$ cat src/pkg/mad_defs.svh
// alarm codes, classes and limits for the motion alarm detector
`ifndef MAD_DEFS_SVH
`define MAD_DEFS_SVH

// ****************************************
// alarm codes
// ****************************************
`define MAD_CODE_NONE     8'h00
`define MAD_CODE_HOMESIG  8'h64
`define MAD_CODE_HW_OT    8'h66
`define MAD_CODE_SW_OT    8'h67
`define MAD_CODE_OFFSET   8'h6A
`define MAD_CODE_OPDATA   8'h70
`define MAD_CODE_GEAR     8'h71
`define MAD_CODE_WRAP     8'h72
`define MAD_CODE_NETBUS   8'h81

// ****************************************
// lamp blink counts and limits
// ****************************************
`define MAD_BLINK_MOTION  4'h7
`define MAD_BLINK_DATA    4'h1
`define MAD_BLINK_NONE    4'h0
`define MAD_LINK_MAX      4'h4
`define MAD_SPEED_MIN     16'h0000
`define MAD_PUSH_SPEED_MAX 16'h01F4
`define MAD_RES_MIN       16'h0064
`define MAD_RES_MAX       16'h2710

// ****************************************
// lamp timing: 200 ms on/off, 1 s gap
// ****************************************
`define MAD_BLINK_MS      200
`define MAD_GAP_MS        1000
`define MAD_CLK_KHZ       10000
`define MAD_BLINK_CYC     (`MAD_BLINK_MS * `MAD_CLK_KHZ)
`define MAD_GAP_CYC       (`MAD_GAP_MS * `MAD_CLK_KHZ)

`endif

$ cat src/pkg/mad_pkg.sv
// types for the motion alarm detector
package mad_pkg;

  // ****************************************
  // lamp sequencer states
  // ****************************************
  typedef enum logic [2:0] {
    MAD_LAMP_IDLE = 3'b001,
    MAD_LAMP_ON   = 3'b010,
    MAD_LAMP_OFF  = 3'b100
  } mad_lamp_state_t;

endpackage

$ cat src/core/mad_motion_alarm_detector.sv
// alarm detection, classification and lamp logic for a stepping driver
//
// Notes on behaviour
// - homing without sensor_input_a or timing raises 64h
// - enabled hardware overtravel on limit raises 66h
// - after clearing, moves away from limit allowed
// - enabled software overtravel at soft limit raises 67h
// - limit during homing offset raises 6Ah
// - linked data with mixed directions raises 70h
// - five or more linked entries raises 70h
// - positioning start at zero speed raises 70h
// - push start above 500 r/min raises 70h
// - resolution outside 100..10000 raises 71h
// - wrap range inconsistent with resolution raises 72h
// - gear and wrap alarms: no clear, excitation off
// - 64h to 70h clearable, excitation kept
// - bus disconnected while running raises 81h
// - excitation-off alarms cut current, apply brake
//
// Decided for this implementation: the register offsets and the plain strobed port.
`timescale 1ns/1ps
`include "mad_defs.svh"

module mad_motion_alarm_detector #(
  parameter int unsigned BLINK_CYC = `MAD_BLINK_CYC,
  parameter int unsigned GAP_CYC   = `MAD_GAP_CYC
) (
  input  wire logic        clk,
  input  wire logic        reset,
  input  wire logic        clk_en,
  // pins from sensors and the host
  input  wire logic        alarm_clear_input,
  input  wire logic        forward_limit_sensor,
  input  wire logic        reverse_limit_sensor,
  input  wire logic        home_sensor_input,
  input  wire logic        sensor_input_a,
  input  wire logic        net_host_disconnected,
  // same-domain motion controller status
  input  wire logic        step_timing_output,
  input  wire logic        homing_active,
  input  wire logic        homing_offset_phase,
  input  wire logic        homing_done,
  input  wire logic        motor_operating,
  input  wire logic        move_dir_forward,
  input  wire logic        continuous_active,
  input  wire logic        soft_limit_hit,
  input  wire logic        op_start,
  input  wire logic        op_is_push,
  input  wire logic        op_is_positioning,
  input  wire logic [15:0] op_speed,
  input  wire logic [3:0]  link_count,
  input  wire logic        link_dir_mixed,
  // configuration
  input  wire logic        sensor_input_a_check_en,
  input  wire logic        timing_check_en,
  input  wire logic        hw_overtravel_en,
  input  wire logic        sw_overtravel_en,
  input  wire logic [15:0] gear_resolution,
  input  wire logic        wrap_range_bad,
  // software register port
  input  wire logic [3:0]  reg_addr,
  input  wire logic [31:0] reg_wdata,
  input  wire logic        reg_wr,
  input  wire logic        reg_rd,
  output logic      [31:0] reg_rdata,
  // results
  output logic      [7:0]  alarm_code,
  output logic             alarm_active,
  output logic             excitation_off,
  output logic             brake_engage,
  output logic             motion_inhibit,
  output logic             alarm_indicator_lamp,
  output logic             irq
);

  // ****************************************
  // register offsets (word index)
  // ****************************************
  localparam logic [3:0] ADDR_CODE   = 4'h0;
  localparam logic [3:0] ADDR_STATUS = 4'h1;
  localparam logic [3:0] ADDR_MASK   = 4'h2;

  // ****************************************
  // pin synchronisers
  // ****************************************
  logic [5:0] pin_s1_reg;
  logic [5:0] pin_s2_reg;
  logic       clr_q_reg;

  // two stages for every asynchronous pin
  always_ff @(posedge clk) begin
    if (reset) begin
      pin_s1_reg <= 6'h00;
      pin_s2_reg <= 6'h00;
    end else if (clk_en) begin
      pin_s1_reg <= {alarm_clear_input, forward_limit_sensor,
                     reverse_limit_sensor, home_sensor_input,
                     sensor_input_a, net_host_disconnected};
      pin_s2_reg <= pin_s1_reg;
    end
  end

  logic clr_s, fls_s, rls_s, home_s, sensor_input_a_s, netdis_s;
  assign {clr_s, fls_s, rls_s, home_s, sensor_input_a_s, netdis_s} = pin_s2_reg;

  // clear acts on the rising edge of the pin only
  always_ff @(posedge clk) begin
    if (reset) begin
      clr_q_reg <= 1'b0;
    end else if (clk_en) begin
      clr_q_reg <= clr_s;
    end
  end

  logic clear_pulse;
  assign clear_pulse = clr_s & ~clr_q_reg;

  // ****************************************
  // homing signal watch
  // ****************************************
  logic seen_sig_reg;

  // remember a sensor_input_a or timing hit while home sensor is on
  always_ff @(posedge clk) begin
    if (reset) begin
      seen_sig_reg <= 1'b0;
    end else if (clk_en) begin
      if (!homing_active) begin
        seen_sig_reg <= 1'b0;
      end else if (home_s && ((sensor_input_a_check_en && sensor_input_a_s) ||
                   (timing_check_en && step_timing_output))) begin
        seen_sig_reg <= 1'b1;
      end
    end
  end

  // ****************************************
  // fault detection
  // ****************************************
  function automatic logic res_bad(input logic [15:0] r);
    res_bad = (r < `MAD_RES_MIN) || (r > `MAD_RES_MAX);
  endfunction

  logic f_homesig, f_hwot, f_swot, f_offset, f_opdata;
  logic f_gear, f_wrap, f_net, checks_on;
  logic escape_ok, escape_reg, lim_dir_fwd_reg, fatal_reg;
  logic [7:0] code_reg;
  logic [7:0] code_next;

  // both checks disabled means homing needs neither signal
  assign checks_on = sensor_input_a_check_en | timing_check_en;
  assign f_homesig = homing_done & checks_on & ~seen_sig_reg;
  // limits during the offset phase belong to 6Ah instead
  assign f_hwot    = hw_overtravel_en & (fls_s | rls_s)
                     & ~homing_offset_phase & ~escape_ok;
  assign f_swot    = sw_overtravel_en & soft_limit_hit;
  assign f_offset  = homing_active & homing_offset_phase
                     & (fls_s | rls_s);
  assign f_opdata  = op_start & (link_dir_mixed
                     | (link_count > `MAD_LINK_MAX)
                     | (op_is_positioning
                        & (op_speed == `MAD_SPEED_MIN))
                     | (op_is_push
                        & (op_speed > `MAD_PUSH_SPEED_MAX)));
  assign f_gear    = res_bad(gear_resolution);
  assign f_wrap    = wrap_range_bad;
  assign f_net     = motor_operating & netdis_s;

  // ****************************************
  // escape from a limit after a clear
  // ****************************************
  // moving away by continuous run or homing is not a new overtravel
  always_ff @(posedge clk) begin
    if (reset) begin
      escape_reg      <= 1'b0;
      lim_dir_fwd_reg <= 1'b0;
    end else if (clk_en) begin
      if (f_hwot && !alarm_active) begin
        lim_dir_fwd_reg <= fls_s;
      end
      if (clear_pulse && code_reg == `MAD_CODE_HW_OT) begin
        escape_reg <= 1'b1;
      end else if (!(fls_s | rls_s)) begin
        escape_reg <= 1'b0;
      end
    end
  end

  assign escape_ok = escape_reg & (homing_active | (continuous_active
                     & (move_dir_forward != lim_dir_fwd_reg)));

  // ****************************************
  // alarm latch
  // ****************************************
  // one fault is latched; fatal faults first, then by code
  always_comb begin
    code_next = `MAD_CODE_NONE;
    if (f_gear) begin
      code_next = `MAD_CODE_GEAR;
    end else if (f_wrap) begin
      code_next = `MAD_CODE_WRAP;
    end else if (f_homesig) begin
      code_next = `MAD_CODE_HOMESIG;
    end else if (f_hwot) begin
      code_next = `MAD_CODE_HW_OT;
    end else if (f_swot) begin
      code_next = `MAD_CODE_SW_OT;
    end else if (f_offset) begin
      code_next = `MAD_CODE_OFFSET;
    end else if (f_opdata) begin
      code_next = `MAD_CODE_OPDATA;
    end else if (f_net) begin
      code_next = `MAD_CODE_NETBUS;
    end
  end

  // fatal alarms ignore the clear pin; only reset (power) frees them
  always_ff @(posedge clk) begin
    if (reset) begin
      code_reg  <= `MAD_CODE_NONE;
      fatal_reg <= 1'b0;
    end else if (clk_en) begin
      if (fatal_reg) begin
        code_reg <= code_reg;
      end else if (code_next == `MAD_CODE_GEAR ||
                   code_next == `MAD_CODE_WRAP) begin
        code_reg  <= code_next;
        fatal_reg <= 1'b1;
      end else if (code_reg != `MAD_CODE_NONE) begin
        if (clear_pulse) begin
          code_reg <= `MAD_CODE_NONE;
        end
      end else begin
        code_reg <= code_next;
      end
    end
  end

  assign alarm_code     = code_reg;
  assign alarm_active   = (code_reg != `MAD_CODE_NONE);
  assign excitation_off = fatal_reg;
  assign brake_engage   = fatal_reg;
  assign motion_inhibit = alarm_active;

  // ****************************************
  // lamp blink sequencer
  // ****************************************
  mad_pkg::mad_lamp_state_t lamp_state_reg;
  logic [31:0] lamp_tmr_reg;
  logic [3:0]  blink_left_reg;
  logic [3:0]  blinks;

  // blink count by alarm group
  always_comb begin
    blinks = `MAD_BLINK_NONE;
    if (code_reg == `MAD_CODE_OPDATA || fatal_reg) begin
      blinks = `MAD_BLINK_DATA;
    end else if (alarm_active) begin
      blinks = `MAD_BLINK_MOTION; // bus loss joins this group
    end
  end

  // bursts of blinks separated by a long gap
  always_ff @(posedge clk) begin
    if (reset) begin
      lamp_state_reg <= mad_pkg::MAD_LAMP_IDLE;
      lamp_tmr_reg   <= 32'h0000_0000;
      blink_left_reg <= 4'h0;
    end else if (clk_en) begin
      unique case (lamp_state_reg)
        mad_pkg::MAD_LAMP_IDLE: begin
          if (blinks == `MAD_BLINK_NONE) begin
            lamp_tmr_reg <= 32'h0000_0000;
          end else if (lamp_tmr_reg == 32'h0000_0000) begin
            lamp_state_reg <= mad_pkg::MAD_LAMP_ON;
            blink_left_reg <= blinks;
            lamp_tmr_reg   <= BLINK_CYC - 1;
          end else begin
            lamp_tmr_reg <= lamp_tmr_reg - 32'h0000_0001;
          end
        end
        mad_pkg::MAD_LAMP_ON: begin
          if (lamp_tmr_reg == 32'h0000_0000) begin
            lamp_state_reg <= mad_pkg::MAD_LAMP_OFF;
            blink_left_reg <= blink_left_reg - 4'h1;
            lamp_tmr_reg   <= BLINK_CYC - 1;
          end else begin
            lamp_tmr_reg <= lamp_tmr_reg - 32'h0000_0001;
          end
        end
        mad_pkg::MAD_LAMP_OFF: begin
          if (blinks == `MAD_BLINK_NONE) begin
            lamp_state_reg <= mad_pkg::MAD_LAMP_IDLE;
            lamp_tmr_reg   <= 32'h0000_0000;
          end else if (lamp_tmr_reg != 32'h0000_0000) begin
            lamp_tmr_reg <= lamp_tmr_reg - 32'h0000_0001;
          end else if (blink_left_reg == 4'h0) begin
            lamp_state_reg <= mad_pkg::MAD_LAMP_IDLE;
            lamp_tmr_reg   <= GAP_CYC - 1;
          end else begin
            lamp_state_reg <= mad_pkg::MAD_LAMP_ON;
            lamp_tmr_reg   <= BLINK_CYC - 1;
          end
        end
        default: begin
          lamp_state_reg <= mad_pkg::MAD_LAMP_IDLE;
        end
      endcase
    end
  end

  assign alarm_indicator_lamp = (lamp_state_reg == mad_pkg::MAD_LAMP_ON);

  // ****************************************
  // interrupt status and mask
  // ****************************************
  logic [7:0] status_reg;
  logic [7:0] mask_reg;
  logic [7:0] events;

  // one bit per fault kind
  assign events = {f_net, f_wrap, f_gear, f_opdata,
                   f_offset, f_swot, f_hwot, f_homesig};

  // set wins over a write-one clear in the same cycle
  always_ff @(posedge clk) begin
    if (reset) begin
      status_reg <= 8'h00;
    end else if (clk_en) begin
      if (reg_wr && reg_addr == ADDR_STATUS) begin
        status_reg <= (status_reg & ~reg_wdata[7:0]) | events;
      end else begin
        status_reg <= status_reg | events;
      end
    end
  end

  // mask register
  always_ff @(posedge clk) begin
    if (reset) begin
      mask_reg <= 8'h00;
    end else if (clk_en && reg_wr && reg_addr == ADDR_MASK) begin
      mask_reg <= reg_wdata[7:0];
    end
  end

  assign irq = |(status_reg & mask_reg);

  // read data one cycle after the strobe; unmapped reads zero
  always_ff @(posedge clk) begin
    if (reset) begin
      reg_rdata <= 32'h0000_0000;
    end else if (clk_en) begin
      reg_rdata <= 32'h0000_0000;
      if (reg_rd) begin
        unique case (reg_addr)
          ADDR_CODE:   reg_rdata <= {22'h0, fatal_reg,
                                     alarm_active, code_reg};
          ADDR_STATUS: reg_rdata <= {24'h000000, status_reg};
          ADDR_MASK:   reg_rdata <= {24'h000000, mask_reg};
          default:     reg_rdata <= 32'h0000_0000;
        endcase
      end
    end
  end

endmodule // mad_motion_alarm_detector

$ cat config.mk
export PLATFORM = sky130hd
export DESIGN_NAME = mad_motion_alarm_detector
export DESIGN_NICKNAME = d
export VERILOG_FILES = /design/src/pkg/mad_pkg.sv /design/src/core/mad_motion_alarm_detector.sv
export VERILOG_INCLUDE_DIRS = /design/src /design/src/pkg
export SDC_FILE = /design/constraint.sdc
export NUM_CORES = 1
export LEC_CHECK = 0
export BUFFER_PORTS_ARGS = -buffer_cell sky130_fd_sc_hd__buf_2
export CORE_ASPECT_RATIO = 1.75
export CORE_MARGIN = 2
export CORE_UTILIZATION = 45
export DETAILED_ROUTE_END_ITERATION = 10
export HOLD_SLACK_MARGIN = 0.05
export PLACE_DENSITY = 0.76
export SYNTH_ARGS = -nofsm -noshare
export SYNTH_HDL_FRONTEND = slang
export SYNTH_SLANG_ARGS = --single-unit
$ cat constraint.sdc
create_clock -name clk -period 3.6 [get_ports clk]
set_input_delay 0.36 -clock clk [delete_from_list [all_inputs] [get_ports clk]]
set_output_delay 0.36 -clock clk [all_outputs]
set_load 0.03 [all_outputs]
==> key figures, run 1 <==
GRT
  • Number of global-route vias before repair: 4488
  • Initial antenna violation count: 0
  • Overflow after GRT: 0
  • Global-route wire length before repair: 20.7 mm
  • Largest net degree at the start of global routing: 43
  • Total GRT Usage: 23.4%

Routing
  • DRT iter0 DRCs: 321
  • Total number of vias: 4556
  • Routed WL per cell: 16.0 microns
  • Number of vias per cell: 5.71
  • Final wirelength: 12.8 mm
  • Drt pass-1 iters: 5
  • Drt drc: 0
  • Routed Antenna Nets: 0

Clocking
  • Clk_lat worst skew: 350 ps
  • TritonCTS buffer count: 9
  • CTS Hold Bufs: 0
  • TritonCTS clock tree: yes
  • Post-CTS setup repair buffer count: 0
  • Clock buffer depth: 2
  • H-tree depth: 3
  • Clock Sinks: 89
  • CTS clk-pin slew, worst paths: 60 ps
  • Root Driver: clkbuf_16
  • Cts repair resizes: 0

Worst hold path
  • Hold Path Sink: pin_s1_reg[2]$_SDFFE_PP0P_
  • HP Class: input port to flop
  • Worst hold stages: 3
  • Hold Crit Start: home_sensor_input

Logic synthesis
  • Top FF cell, synth: dfxtp_1
  • XOR/XNOR share of the synthesized area: 3.58%
  • Synth Area in Compound Gates: 16.9%
  • Flops & latches, synth: 89
  • Syn Area/Cell: 8.10 sq um
  • Largest family of logic cells by synthesized area: simple AND/OR/NAND/NOR gates
  • Netlist cell types: 60
  • Ys async rst share: 0%
  • Post-synthesis adder-cell area fraction: 0.538%
  • Ys Warns: 0
  • Post-Syn Area: 4650 sq um
  • Mux contribution to synthesized area: 6.46%
  • Number of synthesized flops with an enable pin: 0
  • Seq/Total Area, Yosys: 38.3%
  • Simple-gate share of the synthesized area: 26.8%
  • Synth Instances: 574

Pwr
  • Flop pwr share: 32.2%
  • Combinational share of power: 45.2%
  • Switching Share: 41.1%
  • Clk pwr share: 22.7%
  • Leak: 2.33 nW
  • VDD IR-drop max: 0.000365 V
  • PD cells: 777 nW/um^2
  • P_sw: 1.75 mW
  • Internal power component: 2.50 mW

Timing
  • Pins Over Slew Limit: 0
  • Worst slew pin tran: 972 ps
  • Fin Setup TNS: 0 ps
  • Period minus WS final: 2810 ps
  • Setup Skew: 6.17 ps
  • RSZ-0062 raised after global routing: false
  • Endpoints failing hold: 0
  • Slew HR: 35.2%
  • Final setup vio count: 0
  • Fmax: 356 MHz
  • Final period utilization: 77.9%
  • Worst setup margin: 794 ps

Worst setup path
  • R2R Setup Slk: 790 ps
  • Worst setup SP type: flop
  • Reg2reg path depth: 8
  • Crit Reg-Reg Startpoint: alarm_code[0]$_SDFFE_PP0P_
  • Setup CP Type: flop to flop
  • Critical Path Sink Type: flop
  • Critical Path AT: 3010 ps
  • WP data required: 3810 ps
  • Crit path max fanout: 16
  • Worst reg2reg endpoint: lamp_tmr_reg[29]$_SDFFE_PP0P_

Floorplan
  • Area of the core: 10200 sq um
  • Ports: 146
  • Initial Util: 45.7%
  • Row cnt: 49
  • Die W: 80.9 microns
  • Die height: 138 microns
  • Die area: 11200 sq um

Placed design
  • Dpl ws: 840 ps
  • GPL Wtd Cong: 0.917
  • DPL Wire Length: 9.58 mm
  • PortBufs: 99

Layout
  • Final Util: 53.7%
  • Number of flip-flops in the largest register: 32
  • P&R area growth vs syn: 17.6%
  • Nets: 768
  • Antenna diode count: 0
  • Layout cells sized above 1: 20.3%

Run
  • Max Cap Viol: 0

Outcome
  • Status: complete, no violations
[worst max-delay path: stages, from the launching register on]
cell,delay (ps)
dfxtp_1,390
or4_1,630
nor4_4,380
inv_2,190
nor3_1,180
buf_4,170
o21ai_0,70
nand2b_1,530
nor2_1,120
[layer usage]
layer | up-vias | track usage (%) | share of wire [%]
li1 | 2198 | - | -
met1 | 2146 | 23.1 | 35
met2 | 164 | 43.1 | 56
met3 | 48 | 4.24 | 4.3
met4 | 0 | 13.8 | 4.5
met5 | - | 0 | 0
[synthesized netlist by cell type, drive strengths merged (8+ instances only)]
| library cell | instances | area share, % |
|---|---|---|
| o21ai | 38 | 4.1 |
| or4 | 12 | 2.0 |
| nand3 | 16 | 2.0 |
| nor2 | 90 | 7.3 |
| clkbuf | 15 | 1.2 |
| mux2i | 30 | 6.5 |
| xnor2 | 16 | 3.0 |
| nand2 | 44 | 3.6 |
| nor4 | 15 | 2.7 |
| inv | 13 | 1.0 |
| a22oi | 16 | 2.6 |
| nor3 | 22 | 2.6 |
| a21oi | 32 | 3.4 |
| nor3b | 8 | 1.3 |
| dfxtp | 89 | 38 |
| buf | 33 | 4.9 |
[layout make-up]
class | count | area [sq um]
tap | 127 | 159
sequential | 89 | 1780
multi-input combinational | 444 | 2610
timing repair buffer | 108 | 563
clock buffer | 10 | 239
fill | 1000 | 4710
clock inverter | 6 | 65.1
inverter | 14 | 52.6
[how the worst max path moves through the flow]
stage | startpoint | to
after floorplan | alarm_code[0]$_SDFFE_PP0P_ | lamp_tmr_reg[18]$_SDFFE_PP0P_
after global placement | lamp_tmr_reg[21]$_SDFFE_PP0P_ | lamp_tmr_reg[30]$_SDFFE_PP0P_
after detailed placement | alarm_code[0]$_SDFFE_PP0P_ | lamp_tmr_reg[29]$_SDFFE_PP0P_
after CTS | alarm_code[0]$_SDFFE_PP0P_ | lamp_tmr_reg[29]$_SDFFE_PP0P_
after global routing | lamp_tmr_reg[0]$_SDFFE_PP0P_ | lamp_tmr_reg[11]$_SDFFE_PP0P_
final | alarm_code[0]$_SDFFE_PP0P_ | lamp_tmr_reg[29]$_SDFFE_PP0P_
[cells in the final DEF, fill, tap and decap left out, drive strengths merged, types with 5 or more instances in the layout]
cell / instances
a21oi: 32
o21ai: 38
conb: 22
nor3b: 8
a22oi: 16
inv: 15
nand2: 44
and2: 5
or4: 12
nor4: 15
nor3: 22
clkbuf: 10
a31oi: 6
nor2: 90
xnor2: 16
nand4: 6
or2: 5
nand3: 16
buf: 108
mux2i: 30
a211oi: 6
dfxtp: 89
[power groups by stage]
stage | logic, mW | registers [mW] | clock network, mW
after floorplan | 1.53 | 1.34 | 0
after global placement | 1.83 | 1.37 | 0
after detailed placement | 1.89 | 1.38 | 0
after CTS | 1.91 | 1.36 | 0.974
after global routing | 2.13 | 1.39 | 1.01
final | 1.92 | 1.37 | 0.963
[cells by family (layout without fill, tap and decap cells)]
| family | after synthesis | count (layout) |
|---|---|---|
| compound gates | 126 | 126 |
| xor+xnor | 19 | 19 |
| fa+ha+maj | 2 | 2 |
| buf+inv | 62 | 138 |
| flops | 89 | 89 |
| mux | 30 | 30 |
| other cells | 1 | 22 |
| simple gates | 245 | 245 |
[stage by stage]
stage | power, mW | cells | hold WS [ps] | instance area, sq um
global placement | 3.20 | 782 | 457 | 5170
CTS | 4.25 | 798 | 248 | 5470
global route | 4.53 | 798 | 276 | 5470
finish | 4.25 | 798 | 243 | 5470
floorplan | 2.87 | 595 | 444 | 4730
detailed placement | 3.27 | 782 | 467 | 5170
No activity file was read; power rests on OpenSTA's default activity.
==> run 2, diff against run 1 <==
--- a/config.mk
+++ b/config.mk
@@ -6,13 +6,14 @@
 export SDC_FILE = /design/constraint.sdc
 export NUM_CORES = 1
 export LEC_CHECK = 0
+export ABC_AREA = 1
 export BUFFER_PORTS_ARGS = -buffer_cell sky130_fd_sc_hd__buf_2
 export CORE_ASPECT_RATIO = 1.75
 export CORE_MARGIN = 2
 export CORE_UTILIZATION = 45
 export DETAILED_ROUTE_END_ITERATION = 10
 export HOLD_SLACK_MARGIN = 0.05
-export PLACE_DENSITY = 0.76
+export PLACE_DENSITY = 0.78
 export SYNTH_ARGS = -nofsm -noshare
 export SYNTH_HDL_FRONTEND = slang
 export SYNTH_SLANG_ARGS = --single-unit
==> constraint.sdc (replaced) <==
create_clock -name clk -period 2.32 [get_ports clk]
set_input_delay 0.232 -clock clk [delete_from_list [all_inputs] [get_ports clk]]
set_output_delay 0.232 -clock clk [all_outputs]
set_load 0.03 [all_outputs]
==> key figures, run 2 <==
Outcome
  • Status: complete, no violations

Worst setup path
  • WP data required: 2090 ps
  • Crit path max fanout: 6
  • Critical Path AT: 1800 ps
  • Worst setup SP type: flop
  • Slowest CP cell: dfxtp_1
  • Crit path top cell by count: inv_1
  • Critical Path Sink Type: output port
  • Crit path buf inv count: 4
  • Cell family with most CP delay: buffers and inverters
  • Critical path, cell by cell: inv_1 -> nand4_1 -> nor4_4 -> buf_4 -> inv_1 -> buf_2
  • Crit-path max cell delay: 340 ps
  • Setup CP Type: flop to output port

Timing
  • Pins Over Slew Limit: 0
  • Setup Skew: 7.92 ps
  • Hold Slack: 103 ps
  • Fin Setup TNS: 0 ps
  • Endpoints failing hold: 0
  • Fmax: 491 MHz
  • Slew HR: 64.2%
  • RSZ-0062 raised after global routing: false
  • Worst slew pin tran: 537 ps
  • Period minus WS final: 2040 ps
  • Worst setup margin: 283 ps
  • Final setup vio count: 0
  • Final period utilization: 87.8%

Routing
  • Drt pass-1 iters: 4
  • Drt drc: 0
  • Routed Antenna Nets: 0
  • Final wirelength: 13.2 mm
  • Total number of vias: 5211
  • Number of vias per cell: 5.16
  • Routed WL per cell: 13.1 microns
  • DRT iter0 DRCs: 242

Logic synthesis
  • Top-area cell type share of the netlist area: 35.3%
  • Netlist cell types: 45
  • Commonest cells post-synth: 168 x nand2_1, 125 x nor2_1, 89 x dfxtp_1
  • Main area contributors after synthesis: dfxtp_1 35%, nand2_1 12%, nor2_1 9.3%, a21oi_1 6.0%, inv_1 5.6%
  • Most numerous cell in the Yosys netlist: nand2_1
  • Post-synthesis adder-cell area fraction: 0.495%
  • Ys Warns: 0
  • Syn Area/Cell: 6.54 sq um
  • XOR/XNOR share of the synthesized area: 3.47%
  • Post-Syn Area: 5050 sq um
  • Synth Instances: 772
  • Mux contribution to synthesized area: 0%
  • Synth Area in Compound Gates: 12.6%
  • Ys async rst share: 0%
  • Leading area contributor after synthesis: dfxtp_1
  • Largest family of logic cells by synthesized area: simple AND/OR/NAND/NOR gates
  • Seq/Total Area, Yosys: 35.3%
  • Simple-gate share of the synthesized area: 36.7%
  • Top FF cell, synth: dfxtp_1
  • Flops & latches, synth: 89
  • Number of synthesized flops with an enable pin: 0

Clocking
  • Clock Sinks: 89
  • Post-CTS setup repair buffer count: 0
  • H-tree depth: 3
  • Cts repair resizes: 0
  • CTS clk-pin slew, worst paths: 70 ps
  • Root Driver: clkbuf_16
  • Clk_lat worst skew: 340 ps
  • TritonCTS clock tree: yes
  • Clock buffer depth: 2
  • CTS Hold Bufs: 0
  • TritonCTS buffer count: 9

Floorplan
  • Area of the core: 11000 sq um
  • Die W: 84.1 microns
  • Ports: 146
  • Die height: 144 microns
  • Initial Util: 45.8%
  • Row cnt: 51
  • Die area: 12100 sq um

Pwr
  • VDD IR-drop max: 0.000615 V
  • PD cells: 1190 nW/um^2
  • Power Total: 7.02 mW
  • Leak: 2.71 nW

Layout
  • Nets: 974
  • Fill cell count: 1127
  • Register area: 1780 sq um
  • Commonest cells after routing, fill and taps aside: 168 x nand2_1, 125 x nor2_1, 99 x buf_2
  • P&R area growth vs syn: 16.9%
  • Antenna diode count: 0
  • Design Area, Final: 5910 sq um
  • Layout cells sized above 1: 17.6%
  • Finished Layout Cells: 1009
  • Multi-input logic area: 2770 sq um
  • Commonest non-fill, non-tap cell in the layout: nand2_1
  • Final Util: 53.5%
  • Number of flip-flops in the largest register: 32

Placed design
  • GPL Wtd Cong: 0.926
  • Placed Area: 5630 sq um
  • Dpl ws: 385 ps
  • DPL Wire Length: 10.3 mm
  • Placed Cells: 993
  • PortBufs: 99

GRT
  • Global-route wire length before repair: 21.2 mm
  • Number of global-route vias before repair: 4824
  • Initial antenna violation count: 0
  • Largest net degree at the start of global routing: 49
  • Total GRT Usage: 21.9%
  • Overflow after GRT: 0

Worst hold path
  • HP Class: input port to flop

Run
  • Max Cap Viol: 0
==> run 2: kinds of logic (layout without fill, tap and decap cells) <==
| logic type | Yosys count | in the layout |
|---|---|---|
| other | 1 | 22 |
| AND/OR/NAND/NOR | 417 | 417 |
| flip-flops | 89 | 89 |
| adder cells (fa/ha/maj) | 2 | 2 |
| XOR/XNOR | 20 | 20 |
| AO/OA/AOI/OAI | 117 | 117 |
| buffers and inverters | 126 | 210 |
==> run 2: worst reg2reg max path, cell delays in order, from the launching register on <==
cell	delay (ps)
dfxtp_1	320
inv_1	80
ha_1	220
nand2_2	100
nor2_4	170
nand4_4	150
nor2_8	200
nor2_2	80
nor2_4	140
nand3_2	130
o21ai_1	160
nor2_1	50
==> run 2: layout make-up <==
cell class | instances | area share (%)
Timing Repair Buffer | 114 | 10.3
Tap cell | 132 | 2.80
Multi-Input combinational cell | 578 | 46.9
Sequential cell | 89 | 30.2
Clock buffer | 10 | 3.88
Inverter | 80 | 5.08
Clock inverter | 6 | 0.847
==> run 2: worst paths after layout <==
path,endpoint,depth (start not counted),slack [ps],startpoint
max,alarm_active,6,280,alarm_code[2]$_SDFFE_PP0P_
min,pin_s1_reg[3]$_SDFFE_PP0P_,3,100,reverse_limit_sensor
max reg2reg,blink_left_reg[0]$_SDFFE_PP0P_,11,400,lamp_tmr_reg[0]$_SDFFE_PP0P_
min reg2reg,reg_rdata[1]$_SDFFE_PP0P_,2,460,reg_rdata[1]$_SDFFE_PP0P_
==> run 2: where the power goes <==
group          total [mW]  switching [mW]  internal (mW)
clock                1.39           0.648          0.738
combinational        3.53            2.24           1.29
sequential           2.10           0.285           1.82
==> run 2: metal layers <==
layer	global-route usage (%)	routed length [microns]
met5	0	0
met2	42.4	7180
met1	20.9	4640
met3	3.31	627
met4	14.6	768
